`config.mk`:
```
export PLATFORM = sky130hd
export DESIGN_NAME = output_channel_config_regs
export DESIGN_NICKNAME = d
export VERILOG_FILES = /design/src/rtl/outcfg_pkg.sv /design/src/rtl/drv_cfg_if.sv /design/src/rtl/output_channel_config_regs.sv /design/src/rtl/output_driver_decode.sv /design/src/rtl/pair_divider.sv
export SDC_FILE = /design/constraint.sdc
export NUM_CORES = 1
export LEC_CHECK = 0
export ABC_AREA = 1
export BUFFER_PORTS_ARGS = -buffer_cell sky130_fd_sc_hd__buf_2
export CAP_MARGIN = 20
export CORE_MARGIN = 2
export CORE_UTILIZATION = 50
export CTS_BUF_LIST = sky130_fd_sc_hd__clkbuf_2 sky130_fd_sc_hd__clkbuf_4 sky130_fd_sc_hd__clkbuf_8
export DETAILED_ROUTE_END_ITERATION = 10
export HOLD_SLACK_MARGIN = 0.1
export PLACE_DENSITY_LB_ADDON = 0.08
export SLEW_MARGIN = 25
export SYNTH_ARGS = -nofsm -noshare
export SYNTH_HDL_FRONTEND = slang
export SYNTH_SLANG_ARGS = --single-unit
```
`constraint.sdc`:
```
create_clock -name clk -period 4.8 [get_ports clk]
set_clock_uncertainty 0.15 [all_clocks]
set_input_delay 1.2 -clock clk [delete_from_list [all_inputs] [get_ports clk]]
set_output_delay 1.2 -clock clk [all_outputs]
set_load 0.02 [all_outputs]
```
`src/rtl/outcfg_pkg.sv`:
```
// Constants shared by the output channel configuration block.
// Notes on behaviour
// Output 1 format bits [6:5], reset 1: off, AC differential, HCSL, LVCMOS.
// Output 2 format bits [6:5], reset 1, same four-way encoding as output 1.
// LVCMOS: bits [4:3], reset 2, set positive leg: tristate, low, inverted, true.
// Differential: bits [4:3] give tail 4, 6, 8 mA, or 16 HCSL / 8 mA.
// Bits [2:1], reset 0: HCSL load off/50/100/200 ohm; LVCMOS negative leg.
// Pair 0/1 divider field, reset 0x01, divides by value plus one (1..256).
// One divider instance feeds both channel 0 and channel 1.
// Output 2 bit [7], reset 1, picks synthesizer 1 or 2 for channels 2/3.
// Pair 0/1 powerdown stops its source mux and divider; buffer needs format 0.
// Reserved bits read as zero and ignore writes.
package outcfg_pkg;
    localparam int ADDR_W = 8;
    localparam int DATA_W = 32;
    // Register indices; byte address is four times the index
    localparam logic [7:0] IDX_PWRDN = 8'h1e;
    localparam logic [7:0] IDX_STATUS = 8'h1f;
    localparam logic [7:0] IDX_OUT1 = 8'h20;
    localparam logic [7:0] IDX_DIV01 = 8'h21;
    localparam logic [7:0] IDX_OUT2 = 8'h22;
    localparam logic [9:0] ADR_PWRDN = {IDX_PWRDN, 2'b00};
    localparam logic [9:0] ADR_STATUS = {IDX_STATUS, 2'b00};
    localparam logic [9:0] ADR_OUT1 = {IDX_OUT1, 2'b00};
    localparam logic [9:0] ADR_DIV01 = {IDX_DIV01, 2'b00};
    localparam logic [9:0] ADR_OUT2 = {IDX_OUT2, 2'b00};
    // Field positions
    localparam int SRC_BIT = 7;
    localparam int FMT_HI = 6;
    localparam int FMT_LO = 5;
    localparam int M1_HI = 4;
    localparam int M1_LO = 3;
    localparam int M2_HI = 2;
    localparam int M2_LO = 1;
    localparam int PD01_BIT = 0;
    // Reset values and writable masks
    localparam logic [7:0] RST_OUT1 = 8'h30;
    localparam logic [7:0] RST_OUT2 = 8'hb0;
    localparam logic [7:0] RST_DIV01 = 8'h01;
    localparam logic [7:0] RST_PWRDN = 8'h00;
    localparam logic [7:0] MSK_OUT1 = 8'h7e;
    localparam logic [7:0] MSK_OUT2 = 8'hfe;
    localparam logic [7:0] MSK_DIV01 = 8'hff;
    localparam logic [7:0] MSK_PWRDN = 8'h01;
    // Driver formats
    typedef enum logic [1:0] {
        FMT_OFF = 2'b00,
        FMT_ACDIFF = 2'b01,
        FMT_HCSL = 2'b10,
        FMT_CMOS = 2'b11
    } drv_format_e;
    // Leg states in LVCMOS format
    localparam logic [1:0] LEG_TRI = 2'h0;
    localparam logic [1:0] LEG_LOW = 2'h1;
    localparam logic [1:0] LEG_INV = 2'h2;
    localparam logic [1:0] LEG_TRUE = 2'h3;
    // Tail currents in mA and loads in ohm
    localparam logic [4:0] TAIL_LVDS = 5'h04;
    localparam logic [4:0] TAIL_CML = 5'h06;
    localparam logic [4:0] TAIL_PECL = 5'h08;
    localparam logic [4:0] TAIL_HCSL = 5'h10;
    localparam logic [7:0] LOAD_50 = 8'h32;
    localparam logic [7:0] LOAD_100 = 8'h64;
    localparam logic [7:0] LOAD_200 = 8'hc8;
    // AXI responses
    localparam logic [1:0] RESP_OKAY = 2'b00;
    localparam logic [1:0] RESP_SLVERR = 2'b10;
endpackage

```
`src/rtl/drv_cfg_if.sv`:
```
// Interface carrying one output driver's settings and its decoded pin state.
`timescale 1ns/1ns
interface drv_cfg_if;
    import outcfg_pkg::*;
    logic [1:0] format;
    logic [1:0] mode1;
    logic [1:0] mode2;
    logic chanClk;
    logic posOut;
    logic posOe;
    logic negOut;
    logic negOe;
    logic diffEn;
    logic [4:0] tailMa;
    logic [7:0] loadOhm;
    modport ctrl (output format, mode1, mode2, chanClk,
                  input posOut, posOe, negOut, negOe, diffEn, tailMa, loadOhm);
    modport drv (input format, mode1, mode2, chanClk,
                 output posOut, posOe, negOut, negOe, diffEn, tailMa, loadOhm);
endinterface

```
`src/rtl/output_channel_config_regs.sv`:
```
// Register bank and datapath for output 1, the pair 0/1 divider and output 2.
`timescale 1ns/1ns
module output_channel_config_regs
    import outcfg_pkg::*;
(
    // Clock and reset
    input wire logic clk,
    input wire logic rst_n,
    // AXI4-Lite write address
    input wire logic [ADDR_W-1:0] awaddr,
    input wire logic awvalid,
    output logic awready,
    // AXI4-Lite write data
    input wire logic [DATA_W-1:0] wdata,
    input wire logic [3:0] wstrb,
    input wire logic wvalid,
    output logic wready,
    // AXI4-Lite write response
    output logic [1:0] bresp,
    output logic bvalid,
    input wire logic bready,
    // AXI4-Lite read address
    input wire logic [ADDR_W-1:0] araddr,
    input wire logic arvalid,
    output logic arready,
    // AXI4-Lite read data
    output logic [DATA_W-1:0] rdata,
    output logic [1:0] rresp,
    output logic rvalid,
    input wire logic rready,
    // Clock sources from pins
    input wire logic synth1In,
    input wire logic synth2In,
    input wire logic pair01SrcIn,
    // Pair 0/1 divided clock, channel 0 copy
    output logic ch0Clk,
    output logic pair01MuxEn,
    // Pair 2/3 selected source
    output logic pair23Clk,
    // Driver pins and settings: bit 0 output 1, bit 1 output 2
    output logic [1:0] drvPos,
    output logic [1:0] drvPosOe,
    output logic [1:0] drvNeg,
    output logic [1:0] drvNegOe,
    output logic [1:0] drvDiffEn,
    output logic [9:0] drvTailMa,
    output logic [15:0] drvLoadOhm
);
    // Register storage
    logic [7:0] outCtl1_reg;
    logic [7:0] outCtl2_reg;
    logic [7:0] div01_reg;
    logic [7:0] pwrDn_reg;
    // Write channel state
    logic awHeld_reg;
    logic wHeld_reg;
    logic [ADDR_W-1:0] awAddr_reg;
    logic [7:0] wByte_reg;
    logic wLane0_reg;
    logic doWrite;
    logic wrHit;
    logic [9:0] wrFull;
    // Read mux
    logic [7:0] readByte;
    logic readHit;
    // Pin synchronisers
    logic [2:0] syncA_reg;
    logic [2:0] syncB_reg;
    logic pair01Prev_reg;
    logic pair01Tick;
    logic divTick;
    logic pd01;
    logic pair23Src;

    // Write strobe, powerdown bit and word-aligned write address
    assign doWrite = awHeld_reg && wHeld_reg && !bvalid;
    assign pd01 = pwrDn_reg[PD01_BIT];
    assign wrFull = {2'b00, awAddr_reg[ADDR_W-1:2], 2'b00};

    // Byte address decode shared by both channels
    function automatic logic [1:0] decode(input logic [ADDR_W-1:0] a);
        logic [9:0] full;
        full = {2'b00, a[ADDR_W-1:2], 2'b00};
        if (full == ADR_PWRDN) begin
            decode = 2'd1;
        end else if (full == ADR_OUT1 || full == ADR_DIV01 || full == ADR_OUT2) begin
            decode = 2'd1;
        end else if (full == ADR_STATUS) begin
            decode = 2'd2;
        end else begin
            decode = 2'd0;
        end
    endfunction

    // Unmapped write addresses get a slave error
    assign wrHit = (decode(awAddr_reg) != 2'd0);

    // Write address acceptance; held until the response is taken
    always_ff @(posedge clk or negedge rst_n) begin
        if (!rst_n) begin
            awHeld_reg <= 1'b0;
            awready <= 1'b1;
            awAddr_reg <= '0;
        end else if (awvalid && awready) begin
            awHeld_reg <= 1'b1;
            awready <= 1'b0;
            awAddr_reg <= awaddr;
        end else if (bvalid && bready) begin
            awHeld_reg <= 1'b0;
            awready <= 1'b1;
        end
    end

    // Write data acceptance, low byte lane only
    always_ff @(posedge clk or negedge rst_n) begin
        if (!rst_n) begin
            wHeld_reg <= 1'b0;
            wready <= 1'b1;
            wByte_reg <= 8'h00;
            wLane0_reg <= 1'b0;
        end else if (wvalid && wready) begin
            wHeld_reg <= 1'b1;
            wready <= 1'b0;
            wByte_reg <= wdata[7:0];
            wLane0_reg <= wstrb[0];
        end else if (bvalid && bready) begin
            wHeld_reg <= 1'b0;
            wready <= 1'b1;
        end
    end

    // Write response once both halves are in
    always_ff @(posedge clk or negedge rst_n) begin
        if (!rst_n) begin
            bvalid <= 1'b0;
            bresp <= RESP_OKAY;
        end else if (doWrite) begin
            bvalid <= 1'b1;
            bresp <= wrHit ? RESP_OKAY : RESP_SLVERR;
        end else if (bvalid && bready) begin
            bvalid <= 1'b0;
        end
    end

    // Register updates; reserved bits are masked off and stay zero
    always_ff @(posedge clk or negedge rst_n) begin
        if (!rst_n) begin
            outCtl1_reg <= RST_OUT1;
            outCtl2_reg <= RST_OUT2;
            div01_reg <= RST_DIV01;
            pwrDn_reg <= RST_PWRDN;
        end else if (doWrite && wLane0_reg) begin
            if (wrFull == ADR_OUT1) begin
                outCtl1_reg <= wByte_reg & MSK_OUT1;
            end else if (wrFull == ADR_DIV01) begin
                div01_reg <= wByte_reg & MSK_DIV01;
            end else if (wrFull == ADR_OUT2) begin
                outCtl2_reg <= wByte_reg & MSK_OUT2;
            end else if (wrFull == ADR_PWRDN) begin
                pwrDn_reg <= wByte_reg & MSK_PWRDN;
            end
        end
    end

    // Read data selection
    always_comb begin
        logic [9:0] full;
        full = {2'b00, araddr[ADDR_W-1:2], 2'b00};
        readHit = (decode(araddr) != 2'd0);
        if (full == ADR_OUT1) begin
            readByte = outCtl1_reg;
        end else if (full == ADR_DIV01) begin
            readByte = div01_reg;
        end else if (full == ADR_OUT2) begin
            readByte = outCtl2_reg;
        end else if (full == ADR_PWRDN) begin
            readByte = pwrDn_reg;
        end else if (full == ADR_STATUS) begin
            readByte = {5'b00000, ch0Clk, pair23Clk, pair01MuxEn};
        end else begin
            readByte = 8'h00;
        end
    end

    // Read channel: answer one cycle after the address is taken
    always_ff @(posedge clk or negedge rst_n) begin
        if (!rst_n) begin
            arready <= 1'b1;
            rvalid <= 1'b0;
            rdata <= '0;
            rresp <= RESP_OKAY;
        end else if (arvalid && arready) begin
            arready <= 1'b0;
            rvalid <= 1'b1;
            rdata <= {24'h000000, readByte};
            rresp <= readHit ? RESP_OKAY : RESP_SLVERR;
        end else if (rvalid && rready) begin
            rvalid <= 1'b0;
            arready <= 1'b1;
        end
    end

    // Two-stage synchronisers for the clock source pins
    always_ff @(posedge clk or negedge rst_n) begin
        if (!rst_n) begin
            syncA_reg <= 3'b000;
            syncB_reg <= 3'b000;
        end else begin
            syncA_reg <= {pair01SrcIn, synth2In, synth1In};
            syncB_reg <= syncA_reg;
        end
    end

    // Rising-edge detect on the synchronised pair 0/1 source
    always_ff @(posedge clk or negedge rst_n) begin
        if (!rst_n) begin
            pair01Prev_reg <= 1'b0;
        end else begin
            pair01Prev_reg <= syncB_reg[2];
        end
    end

    // Source mux is gated off while the pair is powered down
    assign pair01Tick = syncB_reg[2] && !pair01Prev_reg && !pd01;
    assign pair23Src = outCtl2_reg[SRC_BIT] ? syncB_reg[1] : syncB_reg[0];

    // Single divider shared by channels 0 and 1
    pair_divider #(
        .DIV_W(8)
    ) u_div01 (
        .clk(clk),
        .rst_n(rst_n),
        .enable(!pd01),
        .ratioM1(div01_reg),
        .srcTick(pair01Tick),
        .divTick(divTick)
    );

    // Channel 0 copy of the divided clock
    always_ff @(posedge clk or negedge rst_n) begin
        if (!rst_n) begin
            ch0Clk <= 1'b0;
        end else begin
            ch0Clk <= divTick;
        end
    end

    // Pair 0/1 source mux enable, low while powered down
    always_ff @(posedge clk or negedge rst_n) begin
        if (!rst_n) begin
            pair01MuxEn <= 1'b0;
        end else begin
            pair01MuxEn <= !pd01;
        end
    end

    // Pair 2/3 selected source
    always_ff @(posedge clk or negedge rst_n) begin
        if (!rst_n) begin
            pair23Clk <= 1'b0;
        end else begin
            pair23Clk <= pair23Src;
        end
    end

    // Two driver decoders: index 0 is output 1, index 1 is output 2
    drv_cfg_if cfgIf[2] ();
    assign cfgIf[0].format = outCtl1_reg[FMT_HI:FMT_LO];
    assign cfgIf[0].mode1 = outCtl1_reg[M1_HI:M1_LO];
    assign cfgIf[0].mode2 = outCtl1_reg[M2_HI:M2_LO];
    assign cfgIf[0].chanClk = divTick;
    assign cfgIf[1].format = outCtl2_reg[FMT_HI:FMT_LO];
    assign cfgIf[1].mode1 = outCtl2_reg[M1_HI:M1_LO];
    assign cfgIf[1].mode2 = outCtl2_reg[M2_HI:M2_LO];
    assign cfgIf[1].chanClk = pair23Src;

    genvar gi;
    generate
        for (gi = 0; gi < 2; gi++) begin : g_drv
            output_driver_decode u_dec (
                .cfg(cfgIf[gi])
            );
            // Registered pin and setting outputs
            always_ff @(posedge clk or negedge rst_n) begin
                if (!rst_n) begin
                    drvPos[gi] <= 1'b0;
                    drvPosOe[gi] <= 1'b0;
                    drvNeg[gi] <= 1'b0;
                    drvNegOe[gi] <= 1'b0;
                    drvDiffEn[gi] <= 1'b0;
                    drvTailMa[gi*5 +: 5] <= 5'h00;
                    drvLoadOhm[gi*8 +: 8] <= 8'h00;
                end else begin
                    drvPos[gi] <= cfgIf[gi].posOut;
                    drvPosOe[gi] <= cfgIf[gi].posOe;
                    drvNeg[gi] <= cfgIf[gi].negOut;
                    drvNegOe[gi] <= cfgIf[gi].negOe;
                    drvDiffEn[gi] <= cfgIf[gi].diffEn;
                    drvTailMa[gi*5 +: 5] <= cfgIf[gi].tailMa;
                    drvLoadOhm[gi*8 +: 8] <= cfgIf[gi].loadOhm;
                end
            end
        end
    endgenerate
endmodule

```
`src/rtl/output_driver_decode.sv`:
```
// Decodes one driver's format and mode fields into pin and analog settings.
`timescale 1ns/1ns
module output_driver_decode
    import outcfg_pkg::*;
(
    // Settings in, pin state out
    drv_cfg_if.drv cfg
);
    // Leg level for an LVCMOS state code
    function automatic logic legLevel(input logic [1:0] st, input logic c);
        legLevel = (st == LEG_TRUE) ? c : ((st == LEG_INV) ? ~c : 1'b0);
    endfunction

    // Format-dependent decode of the mode fields
    always_comb begin
        cfg.posOut = 1'b0;
        cfg.posOe = 1'b0;
        cfg.negOut = 1'b0;
        cfg.negOe = 1'b0;
        cfg.diffEn = 1'b0;
        cfg.tailMa = 5'h00;
        cfg.loadOhm = 8'h00;
        case (cfg.format)
            FMT_CMOS: begin
                cfg.posOut = legLevel(cfg.mode1, cfg.chanClk);
                cfg.posOe = (cfg.mode1 != LEG_TRI);
                cfg.negOut = legLevel(cfg.mode2, cfg.chanClk);
                cfg.negOe = (cfg.mode2 != LEG_TRI);
            end
            FMT_ACDIFF, FMT_HCSL: begin
                cfg.diffEn = 1'b1;
                cfg.posOut = cfg.chanClk;
                cfg.posOe = 1'b1;
                cfg.negOut = ~cfg.chanClk;
                cfg.negOe = 1'b1;
                case (cfg.mode1)
                    2'h0: cfg.tailMa = TAIL_LVDS;
                    2'h1: cfg.tailMa = TAIL_CML;
                    2'h2: cfg.tailMa = TAIL_PECL;
                    default: cfg.tailMa = (cfg.format == FMT_HCSL) ? TAIL_HCSL : TAIL_PECL;
                endcase
                if (cfg.format == FMT_HCSL) begin
                    case (cfg.mode2)
                        2'h1: cfg.loadOhm = LOAD_50;
                        2'h2: cfg.loadOhm = LOAD_100;
                        2'h3: cfg.loadOhm = LOAD_200;
                        default: cfg.loadOhm = 8'h00;
                    endcase
                end
            end
            default: begin
                cfg.diffEn = 1'b0;
            end
        endcase
    end
endmodule

```
`src/rtl/pair_divider.sv`:
```
// Shared output divider: one output pulse per (ratio field + 1) source ticks.
`timescale 1ns/1ns
module pair_divider #(
    parameter int DIV_W = 8
) (
    // Clock and reset
    input wire logic clk,
    input wire logic rst_n,
    // Control
    input wire logic enable,
    input wire logic [DIV_W-1:0] ratioM1,
    // Source and divided output
    input wire logic srcTick,
    output logic divTick
);
    logic [DIV_W-1:0] count_reg;

    // Count source ticks; wrap at the programmed value so a smaller new ratio takes at once
    always_ff @(posedge clk or negedge rst_n) begin
        if (!rst_n) begin
            count_reg <= '0;
        end else if (!enable) begin
            count_reg <= '0;
        end else if (srcTick) begin
            if (count_reg >= ratioM1) begin
                count_reg <= '0;
            end else begin
                count_reg <= count_reg + 1'b1;
            end
        end
    end

    // Pulse on the tick that closes each period
    always_ff @(posedge clk or negedge rst_n) begin
        if (!rst_n) begin
            divTick <= 1'b0;
        end else begin
            divTick <= enable && srcTick && (count_reg >= ratioM1);
        end
    end
endmodule

```
* Yosys cells after proc, flatten, opt, wreduce, memory -nomap -nowiden *
Index checks and enable logic that the tools add are counted.
W data, S select, Z words.

cells by class
  add/sub/neg operators = 1
  $lt $le $gt $ge = 1
  eq/ne operators = 28
  multiplexer cells = 58
  bitwise operators = 5
  reductions and logical operators = 38

operator list
  operator               number
  $mux W8                10
  $pmux W8 S3            2
  $eq A6 B6 Y1 const B   6
  $pmux W5 S3            2
  $eq A2 B2 Y1 const B   12
  $eq A6 B5 Y1 const B   4
  $mux W1                22
  $reduce_bool A2 Y1     11
  $mux W5                4
  $mux W2                8
  $pmux W1 S2            8
  $eq A2 B1 Y1 const B   6
  $logic_and A1 B1 Y1    12
  $add A8 B1 Y8 const B  1
  $ge A8 B8 Y1           1
  $mux W3                2
  $not A1 Y1             5
  $reduce_and A5 Y1      1
  $logic_not A2 Y1       2
  $logic_or A1 B1 Y1     4
  $reduce_and A4 Y1      1
  $reduce_or A2 Y1       2
  $logic_not A1 Y1       3
  $reduce_and A3 Y1      1
  $reduce_and A2 Y1      1

storage, ports and cells
  register bits = 113
  input bits = 62
  logic and storage cells = 170

* Logic depth before layout (Yosys ltp) *
Gate-level depths: netlist (run 1).

  depth in word-level cells = 7
  depth in mapped cells = 11
  gate-level depth less buffers = 11

* Cells and area by module *
Synthesis (run 1) repeated with hierarchy kept, for this count alone.

unflattened totals
  cells, all modules = 589
  area total of the unflattened synthesis = 5273.8 µm²

modules (own cells, without submodules)
  module                      instances  cells an instance  area an instance (µm²)  seq. area each (µm²)
  output_channel_config_regs  1          372                3917.5                  2513.7
  pair_divider                1          109                745.7                   225.2
  output_driver_decode        2          54                 305.3                   0.0

* Worst setup path before layout (run 1) *
Ideal clock, no wire load.

  kind = in2reg
  start point = in araddr[4]
  end point = reg rdata[2]
  arrival = 1838 ps
  slack = 2696 ps
  stages on the path = 8
  buffers on the path = 0
  cells stage by stage = nor2_2 -> nand2_2 -> nor2_4 -> inv_2 -> nor2_1 -> nor2_1 -> nand2_1 -> nand2_1

between the ends
  longest elaborated chain between the ends = 6
  elaborated cells between the ends (all ways) = 10

RTL lines
  item                  RTL line                           source
  from (decl)           output_channel_config_regs.sv:23   input wire logic [ADDR_W-1:0] araddr,
  $eq A6 B5 Y1          output_channel_config_regs.sv:178  end else if (full == ADR_STATUS) begin
  $mux W3               output_channel_config_regs.sv:178
  $mux W3               output_channel_config_regs.sv:176  end else if (full == ADR_PWRDN) begin
  $mux W8               output_channel_config_regs.sv:174  end else if (full == ADR_OUT2) begin
  $mux W8               output_channel_config_regs.sv:172  end else if (full == ADR_DIV01) begin
  $mux W8 (*)           output_channel_config_regs.sv:170  if (full == ADR_OUT1) begin
  to (signal assigned)  output_channel_config_regs.sv:195  rdata <= {24'h000000, readByte};
  to (decl)             output_channel_config_regs.sv:27   output logic [DATA_W-1:0] rdata,

Mark *: on every way between the ends. The rest lies on a longest branch, timed or not.
A chain may end at the register's enable or synchronous reset.

* Worst setup path after layout (run 1) *
  start point = reg wready
  end point = out wready

RTL lines
  item                    RTL line                           source
  from (decl)             output_channel_config_regs.sv:17   output logic wready,
  from (signal assigned)  output_channel_config_regs.sv:118  wready <= 1'b1;
  from (signal assigned)  output_channel_config_regs.sv:123  wready <= 1'b0;
  from (signal assigned)  output_channel_config_regs.sv:128  wready <= 1'b1;

No word-level cell between the ends.

==> results.sh, run 1 <==
export IMPL_synth_edff_count=0
export IMPL_route_detailed_drc=0
export IMPL_cp_arrival_ns=1.08
export IMPL_rrSetupSlack_ns=2.96
export IMPL_ctsHoldBuffers=0
export IMPL_whs_ns=0.206
export IMPL_dpl_cell_area_um2=5330
export IMPL_fin_crit_sh_pct=50.6
export IMPL_p_switching_uw=921
export IMPL_rsz0062_at_grt="false"
export IMPL_die_y_um=104
export IMPL_wirelength_um=9600
export IMPL_layout_cells_non_filler=768
export IMPL_rows=36
export IMPL_antenna_cells=0
export IMPL_worstMarginPinSlew_ns=0.636
export IMPL_start_util_pct=51.1
export IMPL_area_growth_pct=11.4
export IMPL_largest_reg_flops=10
export IMPL_grt_pass1_vias=3599
export IMPL_comb_power_share_pct=29.9
export IMPL_cts_buffer_depth=2
export IMPL_max_stage_delay_ns=0.55
export IMPL_synthArstFlopShare_pct=100
export IMPL_critPathCaptureType="output port"
export IMPL_max_freq_mhz=412
export IMPL_sw_frac_of_total_pct=38.6
export IMPL_drt_iter0_markers=143
export IMPL_peakVddDrop_v=0.000233
export IMPL_grt_ovfl_total=0
export IMPL_cp_slowest_cell="dfstp_2"
export IMPL_critPathBufInv=1
export IMPL_vias_per_cell=4.72
export IMPL_antenna_left=0
export IMPL_fin_area_um2=5520
export IMPL_max_cap_viol_count=0
export IMPL_cts_buffers=9
export IMPL_num_vias=3628
export IMPL_syn_avg_cell_area_um2=9.00
export IMPL_crit_family="flip-flops"
export IMPL_synth_distinct_cells=34
export IMPL_min_path_type="reg -> reg"
export IMPL_synth_seq_area_share_pct=51.3
export IMPL_grt_pass1_wl_um=16600
export IMPL_synth_top_area_share_pct=46.5
export IMPL_finalSetupTns_ns=0
export IMPL_crit_type="reg -> out"
export IMPL_synth_seq_cells=101
export IMPL_die_w_um=104
export IMPL_max_flop_register="drvLoadOhm"
export IMPL_power_frac_seq_pct=48.6
export IMPL_intPower_mw=1.46
export IMPL_avgRoutedWirePerCell_um=12.5
export IMPL_gp_congestion=0.780
export IMPL_p_per_area_nw_per_um2=432
export IMPL_coreArea_um2=9680
export IMPL_dieArea_um2=10700
export IMPL_fin_crit_ns=2.43
export IMPL_yosys_area_top_type="dfrtp_1"
export IMPL_clk_pin_slew_ns=0.10
export IMPL_start_kind="register"
export IMPL_hpwl_um=7110
export IMPL_ios=142
export IMPL_placed_cells=752
export IMPL_cts_tree="built"
export IMPL_synth_flop_cell="dfrtp_1"
export IMPL_postSynthCellCount=550
export IMPL_antenna_found_initial=0
export IMPL_path_cells="buf_2"
export IMPL_worstPathRequired_ns=3.45
export IMPL_cts_setup_buffers=0
export IMPL_status="finished clean"
export IMPL_nNetsFinal=715
export IMPL_post_cts_resized=0
export IMPL_yosysWarnings=0
export IMPL_fillers=908
export IMPL_cts_root_buf="clkbuf_8"
export IMPL_timing_slew_headroom_pct=57.5
export IMPL_timing_critical_path_fanout_max=3
export IMPL_grt_usage_pct=19.0
export IMPL_finalMaxSlewViolations=0
export IMPL_drive_gt1_share_pct=24.9
export IMPL_setup_viol=0
export IMPL_htreeDepth=3
export IMPL_clkPwrFrac_pct=21.5
export IMPL_clock_latency_ns=0.37
export IMPL_numClockSinks=101
export IMPL_syn_area_um2=4950
export IMPL_grt_max_degree=47
export IMPL_p_leak_nw=2.95
export IMPL_netlist_top_cells_area="dfrtp_1, nand2_1, inv_1"
export IMPL_portBuffers=80
export IMPL_drt_pass1_iterations=4
export IMPL_hold_viol_final=0
==> final timing paths <==
kind,endpoint,cells past startpoint,start
max,wready,1,wready
min,syncB_reg[0],0,syncA_reg[0]
min reg2reg,syncB_reg[0],0,syncA_reg[0]
min in group asynchronous,drvLoadOhm[11],1,rst_n
max in group asynchronous,outCtl2_reg[4],2,rst_n
max reg2reg,u_div01.count_reg[7],7,div01_reg[5]
==> power by group through the flow <==
stage          registers (mW)  logic, mW  clock network [mW]
6_report                 1.16      0.714               0.513
3_5_place_dp             1.18      0.718                   0
5_1_grt                  1.18      0.809               0.563
4_1_cts                  1.16      0.722               0.525
3_3_place_gp             1.17      0.694                   0
2_1_floorplan            1.21      0.475                   0
==> layout by cell type, fill, tap and decap left out, types with 2 or more instances in the layout <==
| cell type | n |
|---|---|
| o211ai_1 | 3 |
| nor2_2 | 7 |
| nor3_1 | 4 |
| dfrtp_1 | 92 |
| clkbuf_8 | 9 |
| conb_1 | 30 |
| a21oi_1 | 29 |
| buf_2 | 79 |
| inv_6 | 2 |
| inv_1 | 80 |
| nand2_1 | 114 |
| mux2_2 | 2 |
| clkbuf_4 | 2 |
| o21ai_2 | 21 |
| nand2_2 | 9 |
| o21bai_1 | 8 |
| o21ai_0 | 11 |
| inv_2 | 4 |
| o21ai_1 | 5 |
| ha_1 | 23 |
| nand4_1 | 8 |
| buf_4 | 3 |
| nand3_1 | 17 |
| dfstp_2 | 9 |
| nor2_4 | 4 |
| nor2_1 | 48 |
==> area by class of cell <==
type	instances	area (µm²)	share of cell area, %
Timing Repair Buffer	82	418	7.58
Clock buffer	11	139	2.52
Multi-Input combinational cell	352	1900	34.4
Tap cell	133	166	3.02
Clock inverter	5	42.5	0.771
Sequential cell	101	2540	46.0
Inverter	84	315	5.72
==> synth_stat cells (3+ instances only) <==
master / instances
o21bai_1: 8
a21oi_1: 29
nor2_4: 4
nor2_2: 7
nor3_1: 4
nor2_1: 48
o211ai_1: 3
nand2_1: 114
o21ai_1: 5
nand3_1: 17
inv_1: 80
inv_2: 4
clkbuf_1: 3
dfrtp_1: 92
nand4_1: 8
buf_4: 34
ha_1: 23
o21ai_2: 21
nand2_2: 9
buf_6: 3
o21ai_0: 11
dfstp_2: 9
==> metal layers <==
| layer | routed length, µm | part of all wire, % | GRT usage [%] | up-vias |
|---|---|---|---|---|
| li1 | - | - | - | 1825 |
| met4 | 107 | 1.1 | 5.79 | 0 |
| met2 | 4860 | 51 | 33.8 | 76 |
| met5 | 0 | 0 | 0 | - |
| met3 | 337 | 3.5 | 3.59 | 13 |
| met1 | 4300 | 45 | 23.5 | 1714 |
==> kinds of logic after synthesis <==
group	share of synthesized area, %
buffers and inverters	12.6
DFF	51.3
muxes	0.455
adders and majority gates	5.81
other	0.0757
and+or+nand+nor	19.1
AOI/OAI and AO/OA	10.7
==> per-stage QoR <==
stage / setup slack (ns) / power, mW / util, %
after floorplan: 2.70 / 1.69 / -
after global placement: 2.42 / 1.87 / 55.1
after detailed placement: 2.38 / 1.89 / 55.1
after CTS: 2.35 / 2.41 / 57.0
after global routing: 2.32 / 2.55 / 57.0
final: 2.37 / 2.39 / 57.0
Note: power is estimated with default switching activity, not from simulation.
==> inputs of run 2 (changes only) <==
- clock period: 4.8 -> 2.4 ns (I/O delays scaled with it)
==> run 2 against run 1 <==
Effect of this change: largest power group unchanged; clock-buffer cell count decreased by 1; first-iteration DRC count down 4.2%; largest cell class unchanged; critical path type is now reg -> reg; sequential share of layout area is 0.32 points lower; critical path depth increased by 8; highest routed layer unchanged.
==> results.sh, run 2 (synthesis gave the netlist of run 1 again) <==
export IMPL_start_util_pct=51.1
export IMPL_drt_pass1_iterations=4
export IMPL_final_common_cell="nand2_1"
export IMPL_grt_pass1_vias=3452
export IMPL_cts_tree="built"
export IMPL_wl_met1_um=4170
export IMPL_dr_max_layer_used="met4"
export IMPL_cp_arrival_ns=1.99
export IMPL_largest_reg_flops=10
export IMPL_die_w_um=104
export IMPL_max_cap_viol_count=0
export IMPL_p_leak_nw=2.96
export IMPL_htreeDepth=3
export IMPL_wl_met3_um=386
export IMPL_crit_type="reg -> reg"
export IMPL_worstPathRequired_ns=2.54
export IMPL_rsz0062_at_grt="false"
export IMPL_fillers=877
export IMPL_nNetsFinal=718
export IMPL_cts_buffers=9
export IMPL_layout_cells_non_filler=771
export IMPL_cts_root_buf="clkbuf_8"
export IMPL_grt_max_degree=37
export IMPL_drt_iter0_markers=137
export IMPL_cts_buffer_depth=2
export IMPL_p_per_area_nw_per_um2=846
export IMPL_setup_viol=0
export IMPL_coreArea_um2=9680
export IMPL_vias_per_cell=4.66
export IMPL_clock_latency_ns=0.37
export IMPL_avgRoutedWirePerCell_um=12.0
export IMPL_ctsHoldBuffers=1
export IMPL_route_detailed_drc=0
export IMPL_cts_setup_buffers=0
export IMPL_post_cts_resized=0
export IMPL_max_flop_register="drvLoadOhm"
export IMPL_start_kind="register"
export IMPL_num_vias=3593
export IMPL_grt_pass1_wl_um=16200
export IMPL_antenna_left=0
export IMPL_fin_crit_ns=1.85
export IMPL_gp_congestion=0.798
export IMPL_critPathCaptureType="register"
export IMPL_timing_critical_path_fanout_max=9
export IMPL_hold_viol_final=0
export IMPL_fin_crit_sh_pct=77.1
export IMPL_area_growth_pct=12.2
export IMPL_wirelength_um=9290
export IMPL_clk_pin_slew_ns=0.09
export IMPL_hpwl_um=7030
export IMPL_numClockSinks=101
export IMPL_finalMaxSlewViolations=0
export IMPL_antenna_cells=0
export IMPL_status="finished clean"
export IMPL_antenna_found_initial=0
export IMPL_ios=142
export IMPL_peakVddDrop_v=0.000507
export IMPL_worstMarginPinSlew_ns=0.605
export IMPL_timing_slew_headroom_pct=59.6
export IMPL_grt_usage_pct=18.7
export IMPL_dieArea_um2=10700
export IMPL_max_freq_mhz=540
export IMPL_placed_cells=754
export IMPL_layout_common_cells="nand2_1, dfrtp_1, inv_1, buf_2, nor2_1"
export IMPL_die_y_um=104
export IMPL_drive_gt1_share_pct=25.1
export IMPL_portBuffers=80
export IMPL_rows=36
export IMPL_finalSetupTns_ns=0
export IMPL_grt_ovfl_total=0
export IMPL_wl_met2_um=4530
export IMPL_min_path_type="in -> reg"
==> run 2: cell types whose count changed in the layout (fill, tap and decap cells not counted) <==
cell | previous run | this run
clkbuf_4 | 2 | 1
buf_12 | 0 | 2
inv_6 | 2 | 1
dlygate4sd3_1 | 0 | 1
clkinvlp_4 | 0 | 2
inv_8 | 1 | 0
clkinv_4 | 1 | 0
clkinv_2 | 1 | 3
==> run 2: power by group <==
group | leakage (nW) | switching [mW] | internal [mW]
clock network | 0.0859 | 0.579 | 0.387
logic | 1.59 | 0.973 | 0.445
registers | 1.29 | 0.243 | 2.07
==> run 2: final timing paths <==
kind                                   endpoint  depth (start not counted)         start  slack [ns]
setup / recovery           u_div01.count_reg[6]                          9  div01_reg[1]        0.55
hold / removal                     syncA_reg[0]                          1      synth1In        0.18
setup reg to reg           u_div01.count_reg[6]                          9  div01_reg[1]        0.55
hold reg to reg                    syncB_reg[2]                          0  syncA_reg[2]        0.21
max in group asynchronous                wready                          3         rst_n        0.93
min in group asynchronous          syncB_reg[0]                          2         rst_n        0.57
==> run 2: area by class of cell <==
class	count	area, µm²	area share [%]
flip-flops and latches	101	2540	45.7
well taps	133	166	3.00
clock inverters	6	38.8	0.698
clock buffers	10	131	2.37
inverters	84	315	5.68
multi-input cells	352	1900	34.1
repair buffers	85	468	8.43
==> run 2: layer usage <==
metal	GRT usage, %	vias up
li1	-	1832
met1	24.1	1660
met2	31.1	81
met3	3.59	20
met4	7.53	0
met5	0	-
==> run 2: worst max-delay path, cell delays in order (launching register included) <==
cell and delay (ns):
dfrtp_1 0.41, inv_1 0.06, ha_1 0.31, nand2_1 0.12, nand2_1 0.07, nand2_1 0.06
nand2_1 0.04, nand2_1 0.05, nand3_1 0.26, o21bai_1 0.24
==> run 2: metrics by stage <==
stage	total power [mW]	cell area (µm²)	setup WS [ns]	utilization, %	hold slack (ns)
2_1_floorplan	3.37	5060	0.796	-	0.154
3_3_place_gp	3.74	5370	0.605	55.5	0.185
3_5_place_dp	3.78	5370	0.574	55.5	0.187
4_1_cts	4.76	5550	0.532	57.4	0.164
5_1_grt	5.04	5550	0.400	57.4	0.163
6_report	4.70	5550	0.549	57.4	0.180
